--- config.mk ---
export PLATFORM = sky130hd
export DESIGN_NAME = cpm_clk_pwr_if
export DESIGN_NICKNAME = d
export VERILOG_FILES = /design/src/cpm_pkg.sv /design/src/cpm_sync.sv /design/src/cpm_timers.sv /design/src/cpm_clk_pwr_if.sv
export SDC_FILE = /design/constraint.sdc
export NUM_CORES = 1
export LEC_CHECK = 0
export ABC_AREA = 1
export BUFFER_PORTS_ARGS = -buffer_cell sky130_fd_sc_hd__buf_2
export CORE_AREA = 8 8 170 172
export CTS_CLUSTER_SIZE = 20
export DETAILED_ROUTE_END_ITERATION = 7
export DIE_AREA = 0 0 178 180
export SLEW_MARGIN = 10
export SYNTH_ARGS = -nofsm -noshare
export SYNTH_HDL_FRONTEND = slang
export SYNTH_HIERARCHICAL = 1
export SYNTH_SLANG_ARGS = --single-unit
export TNS_END_PERCENT = 50
--- constraint.sdc ---
create_clock -name clk -period 2.4 [get_ports clk]
set_input_delay 0.12 -clock clk [delete_from_list [all_inputs] [get_ports clk]]
set_output_delay 0.12 -clock clk [all_outputs]
set_load 0.05 [all_outputs]
--- src/cpm_pkg.sv ---
// shared constants and types of the processor clock and power management interface
package cpm_pkg;

  // sleep sequencer states, one-hot
  typedef enum logic [3:0] {
    CPM_RUN   = 4'h1,
    CPM_DRAIN = 4'h2,
    CPM_SLEEP = 4'h4,
    CPM_WAKE  = 4'h8
  } cpm_state_t;

  // default widths of timers
  localparam int CPM_TB_W = 64;
  localparam int CPM_PIT_W = 32;

  // time-base bits watched by the fixed interval timer, picked by a 2-bit select
  localparam int CPM_FIT_BITS [4] = '{9, 13, 17, 21};
  // time-base bits watched by the watchdog, picked by a 2-bit select
  localparam int CPM_WDT_BITS [4] = '{17, 21, 25, 29};

  // number of sampled foreign clocks
  localparam int CPM_NCLK = 4;
  // positions of the foreign clocks in the sampled vector
  localparam int CPM_CK_LB = 0;
  localparam int CPM_CK_REG = 1;
  localparam int CPM_CK_COP = 2;
  localparam int CPM_CK_OCM = 3;

  // number of synchronised asynchronous event pins
  localparam int CPM_NPIN = 3;
  // positions of event pins in the synchronised vector
  localparam int CPM_PIN_EXT = 0;
  localparam int CPM_PIN_CRIT = 1;
  localparam int CPM_PIN_HALT = 2;

  // timer status clear positions
  localparam int CPM_CLR_PIT = 0;
  localparam int CPM_CLR_FIT = 1;
  localparam int CPM_CLR_WDT = 2;

  // reset values
  localparam logic CPM_MSR_RST = 1'b0;

endpackage

--- src/cpm_sync.sv ---
// two-stage synchroniser for a vector of asynchronous levels
`timescale 1ns/1ns
`default_nettype none
module cpm_sync #(
  parameter int W = 1
) (
  input wire logic clk,
  input wire logic arst_n,
  input wire logic [W-1:0] async_in,
  output logic [W-1:0] sync_out
);

  // refuse an empty vector
  if (W < 1) begin : g_chk
    $error("cpm_sync width must be at least one");
  end

  // first stage, read only by the second
  logic [W-1:0] meta;

  // two flops per bit
  always_ff @(posedge clk or negedge arst_n) begin
    if (!arst_n) begin
      meta <= '0;
      sync_out <= '0;
    end else begin
      meta <= async_in;
      sync_out <= meta;
    end
  end

endmodule
`default_nettype wire

--- src/cpm_timers.sv ---
// timer zone: time base, interval timer, fixed interval timer and watchdog
`timescale 1ns/1ns
`default_nettype none
module cpm_timers #(
  parameter int TB_W = cpm_pkg::CPM_TB_W,
  parameter int PIT_W = cpm_pkg::CPM_PIT_W
) (
  input wire logic clk,
  input wire logic arst_n,
  input wire logic advance,
  input wire logic pit_load,
  input wire logic [PIT_W-1:0] pit_value,
  input wire logic pit_auto,
  input wire logic [1:0] fit_sel,
  input wire logic [1:0] wdt_sel,
  input wire logic wdt_rst_en,
  input wire logic [2:0] status_clr,
  output logic [TB_W-1:0] time_base,
  output logic [PIT_W-1:0] pit_count,
  output logic pit_irq,
  output logic fit_irq,
  output logic wdt_irq,
  output logic wdt_reset_req
);

  // selected bits must exist in the time base
  if (TB_W <= cpm_pkg::CPM_WDT_BITS[3] || PIT_W < 2) begin : g_chk
    $error("cpm_timers widths too small for the selected bits");
  end

  // incremented time base, used to spot 0 to 1 transitions
  logic [TB_W-1:0] tb_inc;
  // reload value for auto-reload mode
  logic [PIT_W-1:0] pit_reload;
  // single-cycle timer events
  logic pit_hit;
  logic fit_hit;
  logic wdt_hit;

  assign tb_inc = time_base + 1'b1;
  assign pit_hit = advance && !pit_load && (pit_count == PIT_W'(1));
  assign fit_hit = advance && !time_base[cpm_pkg::CPM_FIT_BITS[fit_sel]]
                   && tb_inc[cpm_pkg::CPM_FIT_BITS[fit_sel]];
  assign wdt_hit = advance && !time_base[cpm_pkg::CPM_WDT_BITS[wdt_sel]]
                   && tb_inc[cpm_pkg::CPM_WDT_BITS[wdt_sel]];

  // time base counts up on each enabled tick
  always_ff @(posedge clk or negedge arst_n) begin
    if (!arst_n) begin
      time_base <= '0;
    end else if (advance) begin
      time_base <= tb_inc; // RULE12
    end
  end

  // interval timer counts down to zero, optional reload
  always_ff @(posedge clk or negedge arst_n) begin
    if (!arst_n) begin
      pit_count <= '0;
      pit_reload <= '0;
    end else if (pit_load) begin
      pit_count <= pit_value;
      pit_reload <= pit_value;
    end else if (pit_hit && pit_auto) begin
      pit_count <= pit_reload;
    end else if (advance && pit_count != '0) begin
      pit_count <= pit_count - 1'b1; // RULE12
    end
  end

  // sticky timer status; a new event beats a clear in the same cycle
  always_ff @(posedge clk or negedge arst_n) begin
    if (!arst_n) begin
      pit_irq <= 1'b0;
      fit_irq <= 1'b0;
    end else begin
      pit_irq <= pit_hit || (pit_irq && !status_clr[cpm_pkg::CPM_CLR_PIT]);
      fit_irq <= fit_hit || (fit_irq && !status_clr[cpm_pkg::CPM_CLR_FIT]);
    end
  end

  // watchdog: first timeout interrupts, second one while pending asks reset
  always_ff @(posedge clk or negedge arst_n) begin
    if (!arst_n) begin
      wdt_irq <= 1'b0;
      wdt_reset_req <= 1'b0;
    end else begin
      wdt_irq <= wdt_hit || (wdt_irq && !status_clr[cpm_pkg::CPM_CLR_WDT]);
      if (wdt_hit && wdt_irq && wdt_rst_en) begin
        wdt_reset_req <= 1'b1;
      end
    end
  end

endmodule
`default_nettype wire

--- src/cpm_clk_pwr_if.sv ---
// processor-side clock zones, sleep sequencing and status outputs
//
// Behaviour
// RULE1 - core logic advances only when core enable high
// RULE2 - timers have own enable, run while core stopped
// RULE3 - debug-port zone enable stays high, never gated
// RULE4 - stopped main clock held high by partner
// RULE5 - main clock drives core and timers only
// RULE6 - partner wakes on timer irq or watchdog
// RULE7 - partner wakes on outside chip reset request
// RULE8 - partner wakes on enabled external interrupt
// RULE9 - partner wakes on debug halt request
// RULE10 - unused zone enables and tick tied high
// RULE11 - clock-inactive status latched for debug, tie low
// RULE12 - timers step on each active tick cycle
// RULE13 - bypass selects legacy local bus synchroniser
// RULE14 - register bus synchronised to its own clock
// RULE15 - coprocessor interface clocked by its own clock
// RULE16 - status outputs mirror both interrupt enable bits
// RULE17 - timer irq output while timer request pending
// RULE18 - watchdog reset request output when requested
// RULE19 - sleep request output when core asks sleep
// RULE20 - memory controllers use their own clock
// RULE21 - local bus logic follows local bus clock
// RULE22 - wake drops status one cycle before sleep
// RULE23 - sleep request only after prior work drains
// RULE24 - partner flags clock-inactive whenever it sleeps core
// RULE25 - partner registers status before gating clocks
`timescale 1ns/1ns
`default_nettype none
module cpm_clk_pwr_if #(
  parameter int TB_W = cpm_pkg::CPM_TB_W,
  parameter int PIT_W = cpm_pkg::CPM_PIT_W
) (
  input wire logic clk, // main processor clock, 10 MHz
  input wire logic arst_n,
  input wire logic core_zone_clk_en,
  input wire logic timer_zone_clk_en,
  input wire logic test_port_zone_clk_en,
  input wire logic core_clk_inactive_in,
  input wire logic timer_tick_in,
  input wire logic sync_bypass_in,
  input wire logic local_bus_clk,
  input wire logic reg_bus_clk,
  input wire logic coproc_if_clk,
  input wire logic ocm_clk,
  input wire logic ext_int_in,
  input wire logic crit_int_in,
  input wire logic debug_halt_in,
  input wire logic msr_wr,
  input wire logic msr_wr_ee,
  input wire logic msr_wr_ce,
  input wire logic msr_wr_we,
  input wire logic core_busy,
  input wire logic pit_load,
  input wire logic [PIT_W-1:0] pit_value,
  input wire logic pit_auto,
  input wire logic [1:0] fit_sel,
  input wire logic [1:0] wdt_sel,
  input wire logic wdt_rst_en,
  input wire logic [2:0] timer_status_clr,
  output logic noncrit_int_en_out,
  output logic crit_int_en_out,
  output logic timer_irq_out,
  output logic watchdog_reset_req_out,
  output logic sleep_req_out,
  output logic local_bus_tick,
  output logic reg_bus_tick,
  output logic coproc_tick,
  output logic ocm_tick,
  output logic debug_sleep_seen,
  output logic [TB_W-1:0] time_base,
  output logic [PIT_W-1:0] pit_count
);

  // sleep sequencer state
  cpm_pkg::cpm_state_t state;
  cpm_pkg::cpm_state_t next_state;
  // state seen after this edge, frozen while the core zone is off
  cpm_pkg::cpm_state_t eff_next;
  // machine-state bits
  logic noncrit_int_enable_bit;
  logic crit_int_enable_bit;
  logic wait_state_enable_bit;
  // synchronised foreign clocks and their previous value
  logic [cpm_pkg::CPM_NCLK-1:0] fclk_s;
  logic [cpm_pkg::CPM_NCLK-1:0] fclk_d;
  logic [cpm_pkg::CPM_NCLK-1:0] fclk_rise;
  logic [cpm_pkg::CPM_NCLK-1:0] fclk_tick;
  // extra stage of the full local bus resynchroniser
  logic lb_rise_d;
  // synchronised event pins
  logic [cpm_pkg::CPM_NPIN-1:0] pin_s;
  // timer events
  logic pit_irq;
  logic fit_irq;
  logic wdt_irq;
  logic wdt_req;
  logic timer_irq_any;
  logic wake_cause;
  logic wake_go;

  // foreign clocks and pins come from other domains
  cpm_sync #(
    .W(cpm_pkg::CPM_NCLK)
  ) u_clk_sync (
    .clk(clk),
    .arst_n(arst_n),
    .async_in({ocm_clk, coproc_if_clk, reg_bus_clk, local_bus_clk}),
    .sync_out(fclk_s)
  );

  cpm_sync #(
    .W(cpm_pkg::CPM_NPIN)
  ) u_pin_sync (
    .clk(clk),
    .arst_n(arst_n),
    .async_in({debug_halt_in, crit_int_in, ext_int_in}),
    .sync_out(pin_s)
  );

  // timer zone, stepped by its own enable and tick only
  cpm_timers #(
    .TB_W(TB_W),
    .PIT_W(PIT_W)
  ) u_timers (
    .clk(clk),
    .arst_n(arst_n),
    .advance(timer_zone_clk_en && timer_tick_in), // RULE2 RULE5 RULE12
    .pit_load(pit_load),
    .pit_value(pit_value),
    .pit_auto(pit_auto),
    .fit_sel(fit_sel),
    .wdt_sel(wdt_sel),
    .wdt_rst_en(wdt_rst_en),
    .status_clr(timer_status_clr),
    .time_base(time_base),
    .pit_count(pit_count),
    .pit_irq(pit_irq),
    .fit_irq(fit_irq),
    .wdt_irq(wdt_irq),
    .wdt_reset_req(wdt_req)
  );

  // timer interrupt is the or of all three timers
  assign timer_irq_any = pit_irq || fit_irq || wdt_irq;
  // causes that bring the core out of sleep once its clock is back
  assign wake_cause = timer_irq_any || wdt_req
                      || (pin_s[cpm_pkg::CPM_PIN_EXT] && noncrit_int_enable_bit)
                      || (pin_s[cpm_pkg::CPM_PIN_CRIT] && crit_int_enable_bit)
                      || pin_s[cpm_pkg::CPM_PIN_HALT]; // RULE6 RULE8 RULE9
  assign wake_go = core_zone_clk_en && (state == cpm_pkg::CPM_SLEEP) && wake_cause;
  assign eff_next = core_zone_clk_en ? next_state : state; // RULE1

  // sleep sequencer next state
  always_comb begin
    next_state = state;
    case (state)
      cpm_pkg::CPM_RUN: begin
        // wait-state bit set: drain outstanding work first
        if (wait_state_enable_bit) begin
          next_state = cpm_pkg::CPM_DRAIN;
        end
      end
      cpm_pkg::CPM_DRAIN: begin
        // all prior instructions and accesses done
        if (!core_busy) begin
          next_state = cpm_pkg::CPM_SLEEP; // RULE23
        end
      end
      cpm_pkg::CPM_SLEEP: begin
        if (wake_cause) begin
          next_state = cpm_pkg::CPM_WAKE;
        end
      end
      cpm_pkg::CPM_WAKE: begin
        // one cycle with status dropped, sleep request still up
        next_state = cpm_pkg::CPM_RUN; // RULE22
      end
      default: begin
        next_state = cpm_pkg::CPM_RUN;
      end
    endcase
  end

  // state register, held while the core zone is stopped
  always_ff @(posedge clk or negedge arst_n) begin
    if (!arst_n) begin
      state <= cpm_pkg::CPM_RUN;
    end else if (core_zone_clk_en) begin
      state <= next_state; // RULE1
    end
  end

  // machine-state bits; wake clears all three as the interrupt is taken
  always_ff @(posedge clk or negedge arst_n) begin
    if (!arst_n) begin
      noncrit_int_enable_bit <= cpm_pkg::CPM_MSR_RST;
      crit_int_enable_bit <= cpm_pkg::CPM_MSR_RST;
      wait_state_enable_bit <= cpm_pkg::CPM_MSR_RST;
    end else if (core_zone_clk_en) begin
      if (wake_go) begin
        noncrit_int_enable_bit <= 1'b0; // RULE22
        crit_int_enable_bit <= 1'b0;
        wait_state_enable_bit <= 1'b0;
      end else if (msr_wr && state == cpm_pkg::CPM_RUN) begin
        noncrit_int_enable_bit <= msr_wr_ee;
        crit_int_enable_bit <= msr_wr_ce;
        wait_state_enable_bit <= msr_wr_we;
      end
    end
  end

  // enable bits go straight out
  assign noncrit_int_en_out = noncrit_int_enable_bit; // RULE16
  assign crit_int_en_out = crit_int_enable_bit; // RULE16
  assign watchdog_reset_req_out = wdt_req; // RULE18

  // sleep request and timer irq status, the timer irq masked in the wake cycle
  always_ff @(posedge clk or negedge arst_n) begin
    if (!arst_n) begin
      sleep_req_out <= 1'b0;
      timer_irq_out <= 1'b0;
    end else begin
      sleep_req_out <= (eff_next == cpm_pkg::CPM_SLEEP)
                       || (eff_next == cpm_pkg::CPM_WAKE); // RULE19 RULE23
      timer_irq_out <= timer_irq_any && (eff_next != cpm_pkg::CPM_WAKE); // RULE17 RULE22
    end
  end

  // debug-port zone latch, driven only by its own enable
  always_ff @(posedge clk or negedge arst_n) begin
    if (!arst_n) begin
      debug_sleep_seen <= 1'b0;
    end else if (test_port_zone_clk_en) begin
      debug_sleep_seen <= core_clk_inactive_in; // RULE3 RULE11 RULE24
    end
  end

  // rising edges of the foreign clocks become one-cycle ticks
  always_ff @(posedge clk or negedge arst_n) begin
    if (!arst_n) begin
      fclk_d <= '0;
      lb_rise_d <= 1'b0;
    end else begin
      fclk_d <= fclk_s;
      lb_rise_d <= fclk_rise[cpm_pkg::CPM_CK_LB];
    end
  end

  // per-clock edge and tick
  for (genvar i = 0; i < cpm_pkg::CPM_NCLK; i++) begin : g_fclk
    assign fclk_rise[i] = fclk_s[i] && !fclk_d[i];
    always_ff @(posedge clk or negedge arst_n) begin
      if (!arst_n) begin
        fclk_tick[i] <= 1'b0;
      end else if (i == cpm_pkg::CPM_CK_LB && !sync_bypass_in) begin
        fclk_tick[i] <= lb_rise_d; // RULE13 RULE21
      end else begin
        fclk_tick[i] <= fclk_rise[i]; // RULE14 RULE15 RULE20
      end
    end
  end

  assign local_bus_tick = fclk_tick[cpm_pkg::CPM_CK_LB];
  assign reg_bus_tick = fclk_tick[cpm_pkg::CPM_CK_REG];
  assign coproc_tick = fclk_tick[cpm_pkg::CPM_CK_COP];
  assign ocm_tick = fclk_tick[cpm_pkg::CPM_CK_OCM];
endmodule
`default_nettype wire

==> impl_results.rst <==
.. list-table::
   :header-rows: 1

   * - Metric
     - Value
   * - Outcome
     - finished clean
   * - Min cycle time layout
     - 2.261 ns
   * - Xor-xnor portion of the synthesized cell area
     - 6.886%
   * - Height of the die
     - 180 um
   * - Area added between synthesis and finish
     - 27.50%
   * - Endpoint of the worst hold-timing path
     - state[2]
   * - Power per cell area
     - 722.6 nW/um2
   * - Cell count after placement
     - 1,706
   * - Post-synthesis share of cell area spent on and, or, nand and nor gates
     - 35.30%
   * - CP startpoint kind
     - flip-flop
   * - Mean Syn Cell Area
     - 7.602 um2
   * - Worst ir drop on vdd
     - 348.1 uV
   * - Number of antenna violations at the first check in global routing
     - 1
   * - Synth Flop Type
     - dfrtp_1
   * - Final max-slew violation count
     - 0
   * - Sequential element share of the synthesized area
     - 45.73%
   * - Post-route total power
     - 8.321 mW
   * - Vias
     - 8,570
   * - Final critical-path share of the clock period
     - 94.22%
   * - Synth top area cells
     - dfrtp_1, nand2_1, nor2_1
   * - Transition time of the tightest slew-check pin
     - 0.6263 ns
   * - Final hold violation count
     - 0
   * - Critical path peak fanout
     - 5
   * - Register-to-register setup slack
     - 0.14 ns
   * - Endpoint of the worst register-to-register path
     - u_timers/time_base[61]
   * - Unique cell type count in the Yosys netlist
     - 47
   * - P_leak
     - 5.845 nW
   * - DIE AREA
     - 32,040 um2
   * - First-pass GRT wire length
     - 45,110 um
   * - Cell depth of the worst hold path
     - 3
   * - Sum of net half-perimeters after detailed placement
     - 20,710 um
   * - Critical Path Slowest Stage Cell
     - dfrtp_1
   * - Netlist area before placement
     - 9031 um2
   * - Largest delay contributor family on the critical path
     - simple AND/OR/NAND/NOR gates
   * - Proportion of layout cells with a drive suffix above 1
     - 19.99%
   * - Drc violations
     - 0
   * - Startpoint of the worst register-to-register path
     - u_timers/time_base[2]
   * - Maximum number of pins on one net before global-route repair
     - 59
   * - Cells after Synth
     - 1,188
   * - FFs w/ async S/R, synth
     - 100.0%
   * - Placed inst area
     - 10,450 um2
   * - CTS HTree Levels
     - 4
   * - Timing-limited maximum frequency
     - 442.2 MHz
   * - Via count of the first global-routing pass
     - 8,748
   * - CP required
     - 2.71 ns
   * - Core area
     - 26,350 um2
   * - NumNets Final
     - 1,498
   * - Total wire length after detailed routing
     - 27,680 um
   * - Max Clock Skew
     - 0.01907 ns
   * - Main combinational cell family by area after synthesis
     - simple AND/OR/NAND/NOR gates
   * - Clock tree from TritonCTS
     - done
   * - Clock Pin Slew Worst Setup and Hold Paths
     - 0.07 ns
   * - Ys Warns
     - 6
   * - DR pass1 iterations
     - 7
   * - Fraction of the mapped netlist area in adder cells
     - 0.4156%
   * - Routed wire per std cell
     - 15.48 um
   * - CP Capture Type
     - flip-flop
   * - Yosys top cell by area
     - dfrtp_1
   * - Count of input and output buffers
     - 167
   * - GRT Overall Usage
     - 17.41%
   * - Number of cells on the worst reg-to-reg path
     - 8
   * - Buffers and inverters on the worst path
     - 1
   * - Sink Count
     - 165
   * - Vias per cell
     - 4.793
   * - CP Class
     - reg -> reg
   * - Number of design-rule violations left by the first detailed-router iteration
     - 697
   * - Post-synthesis mux area share
     - 0.2494%
   * - Final setup violating endpoints
     - 0
   * - Residual overflow from global routing
     - 0
   * - Number of buffers added by the clock tree synthesis step
     - 17
   * - Count of filler cells inserted in the layout
     - 2,644
   * - Worst slew slack as a fraction of its limit
     - 57.92%
   * - Count of pins on the block boundary
     - 168
   * - Setup repair after global routing missed its margin
     - yes
   * - Starting density of the core
     - 34.27%
   * - DIE WIDTH
     - 178 um
   * - Number of enable flip-flop cells after synthesis
     - 0
   * - Nets in the synthesized netlist
     - 1,253
   * - Start point of the worst hold path
     - core_zone_clk_en
   * - Critical Path AT
     - 2.57 ns
   * - Share of Yosys cell area claimed by the top area cell type
     - 45.44%
   * - Post-Layout Cell Count
     - 1,788
   * - Number of placement rows
     - 60
   * - Max clock buf depth
     - 2
   * - Number of routed nets with antenna violations
     - 0
   * - Share of the synthesized area in compound gates (AO/OA/AOI/OAI)
     - 4.697%
   * - Worst-path cell chain
     - inv_1 > nor2_1 > nand2_1 > nor3_1 > nand3_1 > nor2_1 > nand3_1 > xor2_1
   * - Flops & latches, synth
     - 165
   * - Clock insertion delay at the later pin of the skew report
     - 0.43 ns
   * - Root buffer selected by CTS
     - clkbuf_16
   * - Critical Path Max Stage Delay
     - 0.40 ns
   * - Classification of the worst-slack hold path
     - in -> reg
   * - RePlAce Congestion
     - 0.9147
   * - Max Cap Violations
     - 0
   * - Area of all placed cells without fillers
     - 11,510 um2
   * - Worst hold slack
     - 0.04084 ns
[cell usage in the layout, fill, tap and decap left out, types with 2 or more instances in the layout]
| master | instances |
|---|---|
| a21oi_1 | 20 |
| inv_6 | 5 |
| nand2_1 | 379 |
| mux2_2 | 2 |
| dlygate4sd3_1 | 48 |
| nor2_4 | 7 |
| nand3b_1 | 5 |
| a21oi_2 | 6 |
| xor2_1 | 45 |
| nor3_1 | 26 |
| ha_1 | 2 |
| o21ai_0 | 38 |
| nand2_2 | 7 |
| clkinvlp_4 | 2 |
| nand3_1 | 75 |
| clkbuf_16 | 17 |
| nand4_1 | 28 |
| dfrtp_1 | 164 |
| a21boi_1 | 2 |
| buf_12 | 4 |
| clkinv_4 | 4 |
| nand2_4 | 4 |
| nor2_1 | 160 |
| inv_1 | 118 |
| clkbuf_1 | 2 |
| nor3_2 | 3 |
| o21ai_1 | 5 |
| buf_4 | 27 |
| or2_2 | 3 |
| inv_2 | 4 |
| buf_2 | 166 |
| nor4_1 | 6 |
| xnor2_1 | 26 |
| nor2_2 | 15 |
[power by group]
part / total (mW) / switching, mW / internal (mW)
clock network: 2.72 / 1.24 / 1.48
registers: 3.35 / 0.279 / 3.07
logic: 2.26 / 1.61 / 0.644
[layer usage]
metal  vias to the layer above  part of all wire, %  GRT usage (%)
met5                         -                    0              0
li1                       4243                    -              -
met3                        48                  6.6          4.317
met1                      4021                   45          22.82
met2                       258                   46          27.46
met4                         0                  2.4          5.971
[cell type report]
type,instances,area [um2],area share [%]
Antenna cell,1,2.502,0.02173
Clock buffer,20,446.7,3.879
Clock inverter,12,120.1,1.043
Inverter,124,470.5,4.086
Multi-Input combinational cell,879,4313,37.46
Sequential cell,165,4130,35.87
Tap cell,341,426.7,3.705
Timing Repair Buffer,246,1605,13.94
[synth_stat cells, types with 2 or more instances]
cell	count
nand3b_1	5
buf_6	4
nor4_1	6
nor2_1	160
dfrtp_1	164
clkbuf_1	9
o21ai_1	5
nand2_4	4
or2_2	3
buf_2	6
nor3_2	2
nand4_1	28
ha_1	3
o21ai_0	38
nor3_1	27
inv_1	118
a21boi_1	2
nor2_4	6
nand3_1	75
xnor2_1	26
nor2_2	15
xor2_1	45
nand2_1	379
nand2_2	7
a21oi_2	6
mux2_2	2
a21oi_1	20
inv_2	4
[state kept, by name, summed over array words and instances (netlist names)]
name and flops:
debug_sleep_seen 1, crit_int_en_out 1, u_timers/pit_reload 32, ocm_tick 1, coproc_tick 1, timer_irq_out 1
noncrit_int_en_out 1, u_timers/wdt_reset_req 1, u_timers/wdt_irq 1, wait_state_enable_bit 1, local_bus_tick 1, state 4
u_timers/pit_irq 1, u_timers/pit_count 32, u_clk_sync/meta 4, reg_bus_tick 1, u_pin_sync/sync_out 3, lb_rise_d 1
u_clk_sync/sync_out 4, fclk_d 4, sleep_req_out 1, u_pin_sync/meta 3, u_timers/time_base 64, u_timers/fit_irq 1
[worst max-delay path by stage]
stage	start	to	slack [ns]	cells past startpoint
3_3_place_gp	u_timers/pit_count[0]	u_timers/pit_count[7]	0.13	11
5_1_grt	u_timers/pit_count[0]	u_timers/pit_count[14]	-0.03	11
6_report	u_timers/time_base[2]	u_timers/time_base[61]	0.14	8
3_5_place_dp	u_timers/pit_count[0]	u_timers/pit_count[7]	0.08	11
4_1_cts	u_timers/pit_count[0]	u_timers/pit_count[11]	0.07	11
2_1_floorplan	u_timers/time_base[0]	u_timers/time_base[46]	0.21	10
[repair_timing]
action	in CTS	in global routing
endpoints found under the setup margin	0	26
hold buffers	48	0
endpoints found under the hold margin	104	0
setup buffers	0	0
resized for setup	0	2
[worst reg2reg max path: cells and delay by family (launching register included)]
| kind | cells | cell delay (ns) |
|---|---|---|
| buffers and inverters | 1 | 0.09 |
| and+or+nand+nor | 6 | 1.51 |
| xor gates and xnor gates | 1 | 0.16 |
| DFF | 1 | 0.40 |
[cell families (layout without fill, tap and decap cells)]
family	count (synthesis)	after routing
other cells	0	1
simple gates	726	727
compound gates	76	76
mux	2	2
fa+ha+maj	3	3
buf+inv	145	402
flops	165	165
xor+xnor	71	71
[through the flow]
step / setup slack (ns) / util (%) / setup TNS, ns
5_1_grt: -0.03248 / 43.70 / -0.08456
6_report: 0.1388 / 43.70 / 0
3_3_place_gp: 0.1333 / 39.64 / 0
2_1_floorplan: 0.2109 / - / 0
4_1_cts: 0.06513 / 43.62 / 0
3_5_place_dp: 0.08492 / 39.64 / 0
Power figures use the tool's default switching activity.
